## src/rtl/srps_pkg.sv

```systemverilog
package srps_pkg;

  // register byte offsets
  localparam logic [7:0] OFF_CTRL = 8'h00;
  localparam logic [7:0] OFF_DIR = 8'h04;
  localparam logic [7:0] OFF_DOUT = 8'h08;
  localparam logic [7:0] OFF_IRQEN = 8'h0C;
  localparam logic [7:0] OFF_PIN_IN = 8'h10;
  localparam logic [7:0] OFF_EVENT = 8'h14;
  localparam logic [7:0] OFF_STATUS = 8'h18;

  // pin index in every 4-bit pin vector
  localparam int PIN_ONE = 0;
  localparam int PIN_TWO = 1;
  localparam int PIN_FIVE = 2;
  localparam int PIN_TEN = 3;
  localparam int NPIN = 4;

  // control register layout
  localparam int CTRL_W = 9;
  localparam int C_FUNC_LSB = 0;
  localparam int C_LED_SEL = 2;
  localparam int C_TXD_SEL = 3;
  localparam int C_RXD_SEL = 4;
  localparam int C_CARD_MODE = 5;
  localparam int C_SUSPEND = 6;
  localparam int C_LED_ON = 7;
  localparam int C_CARD_ON = 8;

  // status register layout
  localparam int S_CHIP_RUN = 0;
  localparam int S_STRAP = 1;

  // irq enable register: edge select sits above the enables
  localparam int IRQ_RISE_LSB = 4;

  // reset values
  localparam logic [CTRL_W-1:0] CTRL_RST = 9'h000;
  localparam logic [NPIN-1:0] DIR_RST = 4'h0;
  localparam logic [NPIN-1:0] DOUT_RST = 4'h0;
  localparam logic [NPIN-1:0] IRQEN_RST = 4'h0;
  localparam logic [NPIN-1:0] RISE_RST = 4'h0;

  // data-out pin function select
  typedef enum logic [1:0] {
    SRPS_FN_SPI = 2'b00,
    SRPS_FN_GPIO = 2'b01,
    SRPS_FN_I2C = 2'b10
  } srps_fn_t;

endpackage

```

## src/rtl/srps_pin_share.sv

```systemverilog
// Register access over AHB-Lite and the placing of the registers were left to the implementer.
`timescale 1ns/100ps
// Function
// (RULE_01) in chip reset: data-out floats, pull-down on
// (RULE_02) reset release latches strap, drops pull-down
// (RULE_03) strap selects 30 or 60 MHz ROM
// (RULE_04) strap one: data-out floats in suspend
// (RULE_05) strap zero: data-out driven low in suspend
// (RULE_06) serial-in pull-down always on
// (RULE_07) I2C mode uses data-out pin as data
// (RULE_08) shared pins: input, edge interrupt or output
// (RULE_09) pin one: LED or UART transmit output
// (RULE_10) pin two: UART receive input when selected
// (RULE_11) card supply pin doubles as general pin
// (RULE_12) system holds chip reset low 1 us
// (RULE_13) strap held until next chip reset
module srps_pin_share (
  input wire logic mclk,
  input wire logic reset,
  input wire logic hsel,
  input wire logic [31:0] haddr,
  input wire logic [1:0] htrans,
  input wire logic hwrite,
  input wire logic [2:0] hsize,
  input wire logic [31:0] hwdata,
  input wire logic hready,
  output logic hreadyout,
  output logic hresp,
  output logic [31:0] hrdata,
  input wire logic chip_reset_low,
  input wire logic general_pin_one_in,
  output logic general_pin_one_out,
  output logic general_pin_one_oe,
  input wire logic general_pin_two_in,
  output logic general_pin_two_out,
  output logic general_pin_two_oe,
  input wire logic general_pin_five_in,
  output logic general_pin_five_out,
  output logic general_pin_five_oe,
  output logic general_pin_five_pd,
  input wire logic general_pin_ten_in,
  output logic general_pin_ten_out,
  output logic general_pin_ten_oe,
  input wire logic rom_serial_in,
  output logic rom_serial_in_pd,
  input wire logic spi_data_out,
  input wire logic i2c_data_drive_low,
  input wire logic uart_txd,
  output logic rom_data,
  output logic i2c_data_in,
  output logic uart_rxd,
  output logic rom_speed_strap,
  output logic rom_fast_sel
);

  typedef struct packed {
    logic cr_s1;
    logic cr_s2;
    logic cr_prev;
    logic [3:0] pin_s1;
    logic [3:0] pin_s2;
    logic [3:0] pin_prev;
    logic rin_s1;
    logic rin_s2;
    logic strap;
    logic [8:0] ctrl;
    logic [3:0] dir;
    logic [3:0] dout;
    logic [3:0] irqen;
    logic [3:0] rise;
    logic [3:0] events;
    logic ap_valid;
    logic ap_write;
    logic [7:0] ap_addr;
    logic hreadyout;
    logic hresp;
    logic [31:0] hrdata;
    logic [3:0] pin_out;
    logic [3:0] pin_oe;
    logic pin5_pd;
    logic rin_pd;
    logic rom_data;
    logic i2c_in;
    logic uart_rxd;
    logic fast_sel;
  } srps_state_t;

  localparam srps_state_t ST_RST = '{
    cr_s1: 1'b0, cr_s2: 1'b0, cr_prev: 1'b0,
    pin_s1: 4'h0, pin_s2: 4'h0, pin_prev: 4'h0,
    rin_s1: 1'b0, rin_s2: 1'b0, strap: 1'b0,
    ctrl: srps_pkg::CTRL_RST, dir: srps_pkg::DIR_RST, dout: srps_pkg::DOUT_RST,
    irqen: srps_pkg::IRQEN_RST, rise: srps_pkg::RISE_RST, events: 4'h0,
    ap_valid: 1'b0, ap_write: 1'b0, ap_addr: 8'h00,
    hreadyout: 1'b1, hresp: 1'b0, hrdata: 32'h0000_0000,
    pin_out: 4'h0, pin_oe: 4'h0, pin5_pd: 1'b1, rin_pd: 1'b1,
    rom_data: 1'b0, i2c_in: 1'b0, uart_rxd: 1'b1, fast_sel: 1'b0
  };

  srps_state_t st_reg;
  srps_state_t st_next;

  // register read mux, unmapped offsets read zero
  function automatic logic [31:0] srps_read(input srps_state_t s);
    logic [31:0] v;
    case (s.ap_addr)
      srps_pkg::OFF_CTRL: v = {23'h000000, s.ctrl};
      srps_pkg::OFF_DIR: v = {28'h0000000, s.dir};
      srps_pkg::OFF_DOUT: v = {28'h0000000, s.dout};
      srps_pkg::OFF_IRQEN: v = {24'h000000, s.rise, s.irqen};
      srps_pkg::OFF_PIN_IN: v = {28'h0000000, s.pin_s2};
      srps_pkg::OFF_EVENT: v = {28'h0000000, s.events};
      srps_pkg::OFF_STATUS: v = {30'h00000000, s.strap, s.cr_s2};
      default: v = 32'h0000_0000;
    endcase
    return v;
  endfunction

  logic accept;
  logic [3:0] edges;
  logic [3:0] w1c;
  logic [3:0] gpio_oe;
  srps_pkg::srps_fn_t fn;

  // next-state logic for the whole block
  always_comb begin
    st_next = st_reg;
    accept = hsel && htrans[1] && hready;
    w1c = 4'h0;
    fn = srps_pkg::srps_fn_t'(st_reg.ctrl[srps_pkg::C_FUNC_LSB +: 2]);

    // two-flop synchronisers for pins; reset pulse far exceeds this delay
    st_next.cr_s1 = chip_reset_low;
    st_next.cr_s2 = st_reg.cr_s1; // RULE_12
    st_next.cr_prev = st_reg.cr_s2;
    st_next.pin_s1 = {general_pin_ten_in, general_pin_five_in, general_pin_two_in,
      general_pin_one_in};
    st_next.pin_s2 = st_reg.pin_s1;
    st_next.pin_prev = st_reg.pin_s2;
    st_next.rin_s1 = rom_serial_in;
    st_next.rin_s2 = st_reg.rin_s1;

    // strap latched only on chip reset release, held otherwise
    if (st_reg.cr_s2 && !st_reg.cr_prev) begin
      st_next.strap = st_reg.pin_s2[srps_pkg::PIN_FIVE]; // RULE_02 RULE_13
    end

    // edge detect on pins in interrupt mode
    edges = st_reg.irqen & ((st_reg.rise & st_reg.pin_s2 & ~st_reg.pin_prev) |
      (~st_reg.rise & ~st_reg.pin_s2 & st_reg.pin_prev)); // RULE_08

    // bus: writes finish with zero wait, reads take one wait state
    st_next.hresp = 1'b0;
    st_next.hreadyout = 1'b1;
    st_next.ap_valid = 1'b0;
    if (accept) begin
      st_next.ap_valid = 1'b1;
      st_next.ap_write = hwrite;
      st_next.ap_addr = haddr[7:0];
      st_next.hreadyout = hwrite;
    end
    if (st_reg.ap_valid && !st_reg.ap_write) begin
      st_next.hrdata = srps_read(st_reg);
    end
    if (st_reg.ap_valid && st_reg.ap_write) begin
      case (st_reg.ap_addr)
        srps_pkg::OFF_CTRL: st_next.ctrl = hwdata[srps_pkg::CTRL_W-1:0];
        srps_pkg::OFF_DIR: st_next.dir = hwdata[3:0];
        srps_pkg::OFF_DOUT: st_next.dout = hwdata[3:0];
        srps_pkg::OFF_IRQEN: begin
          st_next.irqen = hwdata[3:0];
          st_next.rise = hwdata[srps_pkg::IRQ_RISE_LSB +: 4];
        end
        srps_pkg::OFF_EVENT: w1c = hwdata[3:0];
        default: w1c = 4'h0;
      endcase
    end

    // sticky events, a new edge beats a clear
    st_next.events = (st_reg.events & ~w1c) | edges; // RULE_08

    // general-purpose defaults: output only when not in interrupt mode
    gpio_oe = st_reg.dir & ~st_reg.irqen; // RULE_08
    st_next.pin_oe = gpio_oe;
    st_next.pin_out = st_reg.dout;

    // pin one: transmit beats LED beats gpio
    if (st_reg.ctrl[srps_pkg::C_TXD_SEL]) begin
      st_next.pin_oe[srps_pkg::PIN_ONE] = 1'b1; // RULE_09
      st_next.pin_out[srps_pkg::PIN_ONE] = uart_txd;
    end else if (st_reg.ctrl[srps_pkg::C_LED_SEL]) begin
      st_next.pin_oe[srps_pkg::PIN_ONE] = 1'b1; // RULE_09
      st_next.pin_out[srps_pkg::PIN_ONE] = st_reg.ctrl[srps_pkg::C_LED_ON];
    end

    // pin two: receive routing, line idles high when not routed
    st_next.uart_rxd = 1'b1;
    if (st_reg.ctrl[srps_pkg::C_RXD_SEL]) begin
      st_next.pin_oe[srps_pkg::PIN_TWO] = 1'b0; // RULE_10
      st_next.uart_rxd = st_reg.pin_s2[srps_pkg::PIN_TWO];
    end

    // pin ten: card supply or gpio
    if (st_reg.ctrl[srps_pkg::C_CARD_MODE]) begin
      st_next.pin_oe[srps_pkg::PIN_TEN] = 1'b1; // RULE_11
      st_next.pin_out[srps_pkg::PIN_TEN] = st_reg.ctrl[srps_pkg::C_CARD_ON];
    end

    // pin five: serial data-out, gpio or open-drain I2C data
    case (fn)
      srps_pkg::SRPS_FN_SPI: begin
        st_next.pin_oe[srps_pkg::PIN_FIVE] = 1'b1;
        st_next.pin_out[srps_pkg::PIN_FIVE] = spi_data_out;
      end
      srps_pkg::SRPS_FN_I2C: begin
        st_next.pin_oe[srps_pkg::PIN_FIVE] = i2c_data_drive_low; // RULE_07
        st_next.pin_out[srps_pkg::PIN_FIVE] = 1'b0;
      end
      srps_pkg::SRPS_FN_GPIO: st_next.pin_oe[srps_pkg::PIN_FIVE] = gpio_oe[srps_pkg::PIN_FIVE];
      default: st_next.pin_oe[srps_pkg::PIN_FIVE] = 1'b0;
    endcase

    // suspend: float for fast strap, hold low for slow strap
    if (st_reg.ctrl[srps_pkg::C_SUSPEND]) begin
      st_next.pin_oe[srps_pkg::PIN_FIVE] = !st_reg.strap; // RULE_04 RULE_05
      st_next.pin_out[srps_pkg::PIN_FIVE] = 1'b0; // RULE_05
    end

    // chip reset: all pins float, config back to defaults
    st_next.pin5_pd = !st_reg.cr_s2; // RULE_01 RULE_02
    if (!st_reg.cr_s2) begin
      st_next.pin_oe = 4'h0; // RULE_01
      st_next.ctrl = srps_pkg::CTRL_RST;
      st_next.dir = srps_pkg::DIR_RST;
      st_next.dout = srps_pkg::DOUT_RST;
      st_next.irqen = srps_pkg::IRQEN_RST;
      st_next.rise = srps_pkg::RISE_RST;
      st_next.events = 4'h0;
    end

    // engine-facing signals
    st_next.rin_pd = 1'b1; // RULE_06
    st_next.rom_data = st_reg.rin_s2;
    st_next.i2c_in = st_reg.pin_s2[srps_pkg::PIN_FIVE]; // RULE_07
    st_next.fast_sel = st_reg.strap; // RULE_03
  end

  // state register
  always_ff @(posedge mclk) begin
    if (reset) begin
      st_reg <= ST_RST;
    end else begin
      st_reg <= st_next;
    end
  end

  // outputs straight from state
  assign hreadyout = st_reg.hreadyout;
  assign hresp = st_reg.hresp;
  assign hrdata = st_reg.hrdata;
  assign general_pin_one_out = st_reg.pin_out[srps_pkg::PIN_ONE];
  assign general_pin_one_oe = st_reg.pin_oe[srps_pkg::PIN_ONE];
  assign general_pin_two_out = st_reg.pin_out[srps_pkg::PIN_TWO];
  assign general_pin_two_oe = st_reg.pin_oe[srps_pkg::PIN_TWO];
  assign general_pin_five_out = st_reg.pin_out[srps_pkg::PIN_FIVE];
  assign general_pin_five_oe = st_reg.pin_oe[srps_pkg::PIN_FIVE];
  assign general_pin_five_pd = st_reg.pin5_pd;
  assign general_pin_ten_out = st_reg.pin_out[srps_pkg::PIN_TEN];
  assign general_pin_ten_oe = st_reg.pin_oe[srps_pkg::PIN_TEN];
  assign rom_serial_in_pd = st_reg.rin_pd;
  assign rom_data = st_reg.rom_data;
  assign i2c_data_in = st_reg.i2c_in;
  assign uart_rxd = st_reg.uart_rxd;
  assign rom_speed_strap = st_reg.strap;
  assign rom_fast_sel = st_reg.fast_sel;

  // checks
  property p_reset_float;
    @(posedge mclk) disable iff (reset)
      !st_reg.cr_s2 |=> !general_pin_five_oe && general_pin_five_pd;
  endproperty
  a_reset_float: assert property (p_reset_float) else $error("pin driven in chip reset"); // RULE_01

  property p_strap_latch;
    @(posedge mclk) disable iff (reset)
      (st_reg.cr_s2 && !st_reg.cr_prev) |=>
        rom_speed_strap == $past(st_reg.pin_s2[srps_pkg::PIN_FIVE]) ##1 !general_pin_five_pd;
  endproperty
  a_strap_latch: assert property (p_strap_latch) else $error("strap not latched"); // RULE_02

  property p_speed;
    @(posedge mclk) disable iff (reset)
      $changed(rom_speed_strap) |=> rom_fast_sel == $past(rom_speed_strap);
  endproperty
  a_speed: assert property (p_speed) else $error("speed select wrong"); // RULE_03

  property p_susp_fast;
    @(posedge mclk) disable iff (reset)
      st_reg.ctrl[srps_pkg::C_SUSPEND] && st_reg.strap && st_reg.cr_s2 |=> !general_pin_five_oe;
  endproperty
  a_susp_fast: assert property (p_susp_fast) else $error("pin driven in suspend"); // RULE_04

  property p_susp_slow;
    @(posedge mclk) disable iff (reset)
      st_reg.ctrl[srps_pkg::C_SUSPEND] && !st_reg.strap && st_reg.cr_s2 |=>
        general_pin_five_oe && !general_pin_five_out;
  endproperty
  a_susp_slow: assert property (p_susp_slow) else $error("pin not low in suspend"); // RULE_05

  property p_in_pd;
    @(posedge mclk) disable iff (reset) rom_serial_in_pd;
  endproperty
  a_in_pd: assert property (p_in_pd) else $error("serial-in pull-down off"); // RULE_06

  property p_i2c;
    @(posedge mclk) disable iff (reset)
      st_reg.cr_s2 && !st_reg.ctrl[srps_pkg::C_SUSPEND] && fn == srps_pkg::SRPS_FN_I2C |=>
        general_pin_five_oe == $past(i2c_data_drive_low) && !general_pin_five_out;
  endproperty
  a_i2c: assert property (p_i2c) else $error("I2C data drive wrong"); // RULE_07

  property p_edge_event;
    @(posedge mclk) disable iff (reset)
      st_reg.cr_s2 && edges[srps_pkg::PIN_TWO] |=> st_reg.events[srps_pkg::PIN_TWO];
  endproperty
  a_edge_event: assert property (p_edge_event) else $error("edge event lost"); // RULE_08

  property p_led;
    @(posedge mclk) disable iff (reset)
      st_reg.cr_s2 && st_reg.ctrl[srps_pkg::C_LED_SEL] && !st_reg.ctrl[srps_pkg::C_TXD_SEL] |=>
        general_pin_one_oe && general_pin_one_out == $past(st_reg.ctrl[srps_pkg::C_LED_ON]);
  endproperty
  a_led: assert property (p_led) else $error("LED output wrong"); // RULE_09

  property p_rxd;
    @(posedge mclk) disable iff (reset)
      st_reg.ctrl[srps_pkg::C_RXD_SEL] |=>
        uart_rxd == $past(st_reg.pin_s2[srps_pkg::PIN_TWO]) && !general_pin_two_oe;
  endproperty
  a_rxd: assert property (p_rxd) else $error("receive routing wrong"); // RULE_10

  property p_card;
    @(posedge mclk) disable iff (reset)
      st_reg.cr_s2 && !st_reg.ctrl[srps_pkg::C_CARD_MODE] |=>
        general_pin_ten_oe == $past(gpio_oe[srps_pkg::PIN_TEN]);
  endproperty
  a_card: assert property (p_card) else $error("card pin gpio wrong"); // RULE_11

  property p_strap_hold;
    @(posedge mclk) disable iff (reset)
      st_reg.cr_s2 && st_reg.cr_prev |=> $stable(st_reg.strap);
  endproperty
  a_strap_hold: assert property (p_strap_hold) else $error("strap changed"); // RULE_13

  property p_c_release;
    @(posedge mclk) disable iff (reset) st_reg.cr_s2 && !st_reg.cr_prev;
  endproperty
  c_release: cover property (p_c_release);

  property p_c_suspend;
    @(posedge mclk) disable iff (reset) st_reg.ctrl[srps_pkg::C_SUSPEND] && st_reg.strap;
  endproperty
  c_suspend: cover property (p_c_suspend);
  property p_c_event;
    @(posedge mclk) disable iff (reset) edges != 4'h0;
  endproperty
  c_event: cover property (p_c_event);

endmodule // srps_pin_share

```

## config.mk

```make
export PLATFORM = sky130hd
export DESIGN_NAME = srps_pin_share
export DESIGN_NICKNAME = d
export VERILOG_FILES = /design/src/rtl/srps_pkg.sv /design/src/rtl/srps_pin_share.sv
export SDC_FILE = /design/constraint.sdc
export NUM_CORES = 1
export LEC_CHECK = 0
export BUFFER_PORTS_ARGS = -buffer_cell sky130_fd_sc_hd__buf_2
export CORE_UTILIZATION = 48
export CTS_CLUSTER_DIAMETER = 150
export DETAILED_ROUTE_END_ITERATION = 16
export PLACE_DENSITY = 0.81
export SLEW_MARGIN = 0
export SYNTH_ARGS = -nofsm -noshare
export SYNTH_HDL_FRONTEND = slang
export SYNTH_SLANG_ARGS = --single-unit
```

## constraint.sdc

```tcl
create_clock -name mclk -period 2 [get_ports mclk]
set_input_delay 0.2 -clock mclk [delete_from_list [all_inputs] [get_ports mclk]]
set_output_delay 0.2 -clock mclk [all_outputs]
set_load 0.01 [all_outputs]
```

# [After elaboration in Yosys (flattened, before gate mapping)]
# Cells that the tools add are included.
[op_classes] n_eq_ne=8 muxes=13 bitwise=17 n_reduce_logical=20
[ops] operator="9-bit one-hot mux with 7 select lines" count=1
[ops] operator="4-bit bitwise AND" count=7
[ops] operator="8-bit by 5-bit == test with 1-bit output, second input constant" count=3
[ops] operator="4-bit inverter" count=5
[ops] operator="8-bit by 4-bit == test with 1-bit output, second input constant" count=2
[ops] operator="11-bit two-way mux" count=1
[ops] operator="8-bit by 3-bit == test with 1-bit output, second input constant" count=1
[ops] operator="8-bit logical NOT" count=1
[ops] operator="4-bit two-way mux" count=2
[ops] operator="4-bit bitwise OR" count=2
[ops] operator="2-bit AND reduction" count=4
[ops] operator="2-bit OR reduction" count=4
[ops] operator="1-bit two-way mux" count=7
[ops] operator="1-bit logical AND" count=5
[ops] operator="1-bit logical NOT" count=4
[ops] operator="1-bit inverter" count=3
[ops] operator="1-bit one-hot mux with 3 select lines" count=1
[ops] operator="3-bit OR reduction" count=1
[ops] operator="2-bit by 1-bit == test with 1-bit output, second input constant" count=1
[ops] operator="2-bit == test, second input constant" count=1
[ops] operator="2-bit logical NOT" count=1
[ops] operator="1-bit one-hot mux with 2 select lines" count=1
[totals] ff_bits=105 input_bits=83 out_inout_bits=49 word_cells=89

# [Longest topological paths before layout]
[depth] word_depth=6 depth_mapped=6 depth_no_buf=4

# [Worst setup path after synthesis]
# Ideal clock, no wire load.
[synth_path] kind="register to register" startpoint="reg st_reg[48] (netlist bit)" endpoint="reg st_reg[60] (netlist bit)" setup_ns=0.132 arrival_time_ns=1.577 required_ns=1.868 setup_slack_ns=0.291 stages_incl_launch_ff=5 path_buffers=0 synth_period_minus_slack_ns=1.709 path_cell_list="dfxtp_1 or4_4 or4_4 o21ai_1 a21oi_1"
[synth_between] elab_chain_cells=6
[synth_rtl] item="start: declaration" line="srps_pin_share.sv:100" source="srps_state_t st_reg;"
[synth_rtl] item="start signal: assignment" line="srps_pin_share.sv:253" source="st_reg <= st_next;"
[synth_rtl] item="8-bit by 5-bit == test with 1-bit output" line="srps_pin_share.sv:166" source="case (st_reg.ap_addr)"
[synth_rtl] item="4-bit two-way mux" line="srps_pin_share.sv:166"
[synth_rtl] item="4-bit two-way mux" line="srps_pin_share.sv:165" source="if (st_reg.ap_valid && st_reg.ap_write) begin"
[synth_rtl] item="4-bit inverter" line="srps_pin_share.sv:180" source="st_next.events = (st_reg.events & ~w1c) | edges;"
[synth_rtl] item="4-bit bitwise AND" line="srps_pin_share.sv:180"
[synth_rtl] item="4-bit bitwise OR" line="srps_pin_share.sv:180"
# No other way between the ends.
# A chain may end at the register's enable or synchronous reset.

# [Worst setup path in the final report]
[layout_path] startpoint="reg st_reg[51] (netlist bit)" endpoint="reg st_reg[63] (netlist bit)"
[layout_between] elab_chain_cells=2
[layout_rtl] item="8-bit by 4-bit == test with 1-bit output" line="srps_pin_share.sv:166"
[layout_rtl] item="2-bit AND reduction (no line)"
# No other way between the ends.

==> metrics.md <==
| Metric | Value |
|---|---|
| Status | completed |
| Row Count | 29 |
| Buffers on Ports | 55 |
| Post-Syn Area per Cell | 9.149 um2 |
| Initial antenna violation count | 0 |
| Rel. slew slack | 0.6594 |
| Placed cell count | 479 |
| Multi-input logic area | 0.001474 mm2 |
| Top-count cell post-synth | dfxtp_1 |
| Cell count after synthesis | 362 |
| WL met3 | 439 um |
| Crit. End Element | flip-flop |
| Met2 routed WL | 3.297 mm |
| Slew Limit Fails | 0 |
| Max Cap Viol | 0 |
| Layout cell share with drive strength beyond 1 | 0.2081 |
| # fillers | 557 |
| Synth area leader | dfxtp_1 |
| Final setup violating endpoints | 0 |
| R2R Setup Slk | 190 ps |
| Vias in the first global route | 2,368 |
| Kind of cell adding the most delay to the critical path | simple AND/OR/NAND/NOR gates |
| Die height | 85.07 um |
| Final Skew | 9.441 ps |
| Metal-1 WL | 3.092 mm |
| Total of warnings raised by yosys | 0 |
| R2r worst-path depth | 4 |
| Slowest stage delay, CP | 600 ps |
| Drt initial violations | 240 |
| Net Sw Power | 665.6 uW |
| Worst R2R End | st_reg[63] |
| Routed wire length per instance | 14.05 um |
| Static leakage | 1.705 nW |
| Antenna-violating nets left | 0 |
| Gpl congestion | 0.9196 |
| Post-DP HPWL | 5.075 mm |
| Hold endpoint | hreadyout |
| Setup TNS | 0 ps |
| Synth cell count leaders | 79 x dfxtp_1, 42 x nor2_1, 34 x buf_4, 33 x nand2_1 |
| Sw Ratio | 0.2086 |
| Final cycle utilization of the critical path | 0.9072 |
| Clk pwr share | 0.443 |
| Vias | 2,548 |
| H-tree levels | 3 |
| Reg area | 0.001582 mm2 |
| Unrepaired setup endpoints after global routing | false |
| DRC | 0 |
| Hold_buf cts | 0 |
| Hold Crit Class | input pin to flip-flop |
| Post_cts resized | 0 |
| Die width | 85.07 um |
| Dominant synthesized flop cell | dfxtp_1 |
| Ports | 132 |
| CTS Buffer Depth | 2 |
| Share of power burned in registers | 0.506 |
| Largest net degree at the start of global routing | 35 |
| Ant. Diodes | 0 |
| Max reg flops | 41 |
| Total Routing Usage GR | 0.2028 |
| Fmax achieved | 551.1 MHz |
| HP Start | hwrite |
| Int Power | 2.526 mW |
| Layout Cells excl Fill | 495 |
| Logic pwr share | 0.051 |
| Area delta synth->final | 14.20% |
| Num CTS Buffers | 9 |
| Tmin final | 1814 ps |
| CP arrival | 2040 ps |
| TritonCTS clock tree | yes |
| Critical R2R Launch | st_reg[51] |
| Share of the synthesized area in the top cell type | 0.4775 |
| Critical path fanouts, max | 14 |
| Via-per-instance ratio | 5.147 |
| Root Driver | clkbuf_8 |
| Post-synthesis async set-or-reset flop share | 0 |
| Nature of the critical path startpoint | flip-flop |
| GRT overflow | 0 |
| CP max-delay cell | dfxtp_1 |
| WP data required | 2230 ps |
| Die ar. | 0.007236 mm2 |
| Global-route wire length before repair | 11.33 mm |
| Power Dens Cells | 843.8 mW/mm2 |
| Initial Utilization | 0.5099 |
| WP buf/inv | 0 |
| Final net count | 496 |
| Worst-skew pair later-pin latency | 350 ps |
| Postcts setup bufs | 0 |
| Distinct cells, synth | 39 |
| Yosys reg bits | 79 |
| WL final | 6.953 mm |
| Worst IR Drop VDD | 0.0004838 V |
| Core area | 0.006495 mm2 |
| Hold depth | 2 |
| EDFF count, synth | 0 |
| Sequential area share after synthesis | 0.4775 |
| Post-Syn Area | 0.003312 mm2 |
| Crit-path cells | and2_1 -> nand3_2 -> mux2i_1 -> nor2_1 |
| Pre-Repair DR Iteration Count | 4 |
| Actual slew at the worst max-slew pin | 509.0 ps |
| Synth area leaders | dfxtp_1 48%, mux2i_1 8.5%, buf_4 7.7%, nor2b_1 5.3%, nor2_1 4.8% |
| Top Layer Used | met4 |
| Clk sinks | 79 |
| Clock Pin Slew Worst Setup and Hold Paths | 70 ps |
| Critical path type | flip-flop to flip-flop |
| Final hold vios | 0 |
==> power groups by stage <==
stage	clock network (mW)	registers, mW	logic [mW]
3_3_place_gp	0	1.65	0.159
2_1_floorplan	0	1.65	0.130
6_report	1.41	1.61	0.164
3_5_place_dp	0	1.65	0.163
4_1_cts	1.43	1.61	0.164
5_1_grt	1.50	1.62	0.182
==> layout by cell type, fill, tap and decap left out, types with 2 or more instances in the layout <==
master | netlist | routed
a211oi_1 | 4 | 4
a21oi_1 | 22 | 22
a22o_1 | 4 | 4
a22oi_1 | 2 | 2
a32oi_1 | 3 | 3
and2_1 | 2 | 2
and3_1 | 2 | 2
buf_2 | 1 | 55
buf_4 | 34 | 12
bufinv_16 | 0 | 3
clkbuf_1 | 15 | 3
clkbuf_8 | 0 | 10
conb_1 | 2 | 25
dfxtp_1 | 79 | 79
inv_1 | 7 | 7
mux2_2 | 3 | 3
mux2i_1 | 28 | 28
nand2_1 | 33 | 33
nand2b_1 | 3 | 3
nand3_1 | 8 | 8
nor2_1 | 42 | 42
nor2b_1 | 28 | 28
nor3_1 | 3 | 3
nor3b_1 | 5 | 5
nor4b_1 | 2 | 2
nor4bb_1 | 4 | 4
o21ai_0 | 7 | 7
o21ai_1 | 4 | 4
o31a_1 | 2 | 2
or4_4 | 2 | 2
==> layout make-up <==
type | instances | share of cell area
clock inverters | 3 | 0.02382
well taps | 77 | 0.02547
flip-flops and latches | 79 | 0.4181
inverters | 7 | 0.006947
clock buffers | 13 | 0.03936
repair buffers | 67 | 0.09659
multi-input cells | 249 | 0.3897
==> per-layer routing <==
metal	up-vias	GRT usage
met1	1182	0.2543
met3	14	0.06128
met5	-	0
li1	1272	-
met4	0	0.07242
met2	80	0.3314
==> metrics by stage <==
stage	setup slack, ps	hold WS (ps)	total power [mW]	area [um2]	util
CTS	220.4	43.99	3.213	3782	0.5824
detailed placement	228.3	411.6	1.814	3543	0.5456
global placement	247.5	406.3	1.810	3543	0.5456
global route	49.41	37.41	3.303	3782	0.5824
floorplan	291.2	302.3	1.775	3398	-
finish	185.6	51.99	3.192	3782	0.5824
==> worst max-delay path by stage <==
stage                     slack [ps]    endpoint  cells past startpoint        from
after floorplan                  290  st_reg[60]                      4  st_reg[48]
after global placement           250  st_reg[61]                      4  st_reg[48]
after detailed placement         230  st_reg[61]                      4  st_reg[48]
after CTS                        220  st_reg[61]                      4  st_reg[48]
after global routing              50  st_reg[67]                      4  st_reg[51]
final                            190  st_reg[63]                      4  st_reg[51]
==> logic make-up (layout without fill, tap and decap cells) <==
family | after synthesis | count (layout) | synth area share
muxes | 32 | 32 | 0.1016
and+or+nand+nor | 140 | 140 | 0.2172
buffers and inverters | 57 | 90 | 0.1035
other | 2 | 25 | 0.002268
AOI/OAI and AO/OA | 52 | 52 | 0.09785
DFF | 79 | 79 | 0.4775
Note: power is estimated with default switching activity, not from simulation.
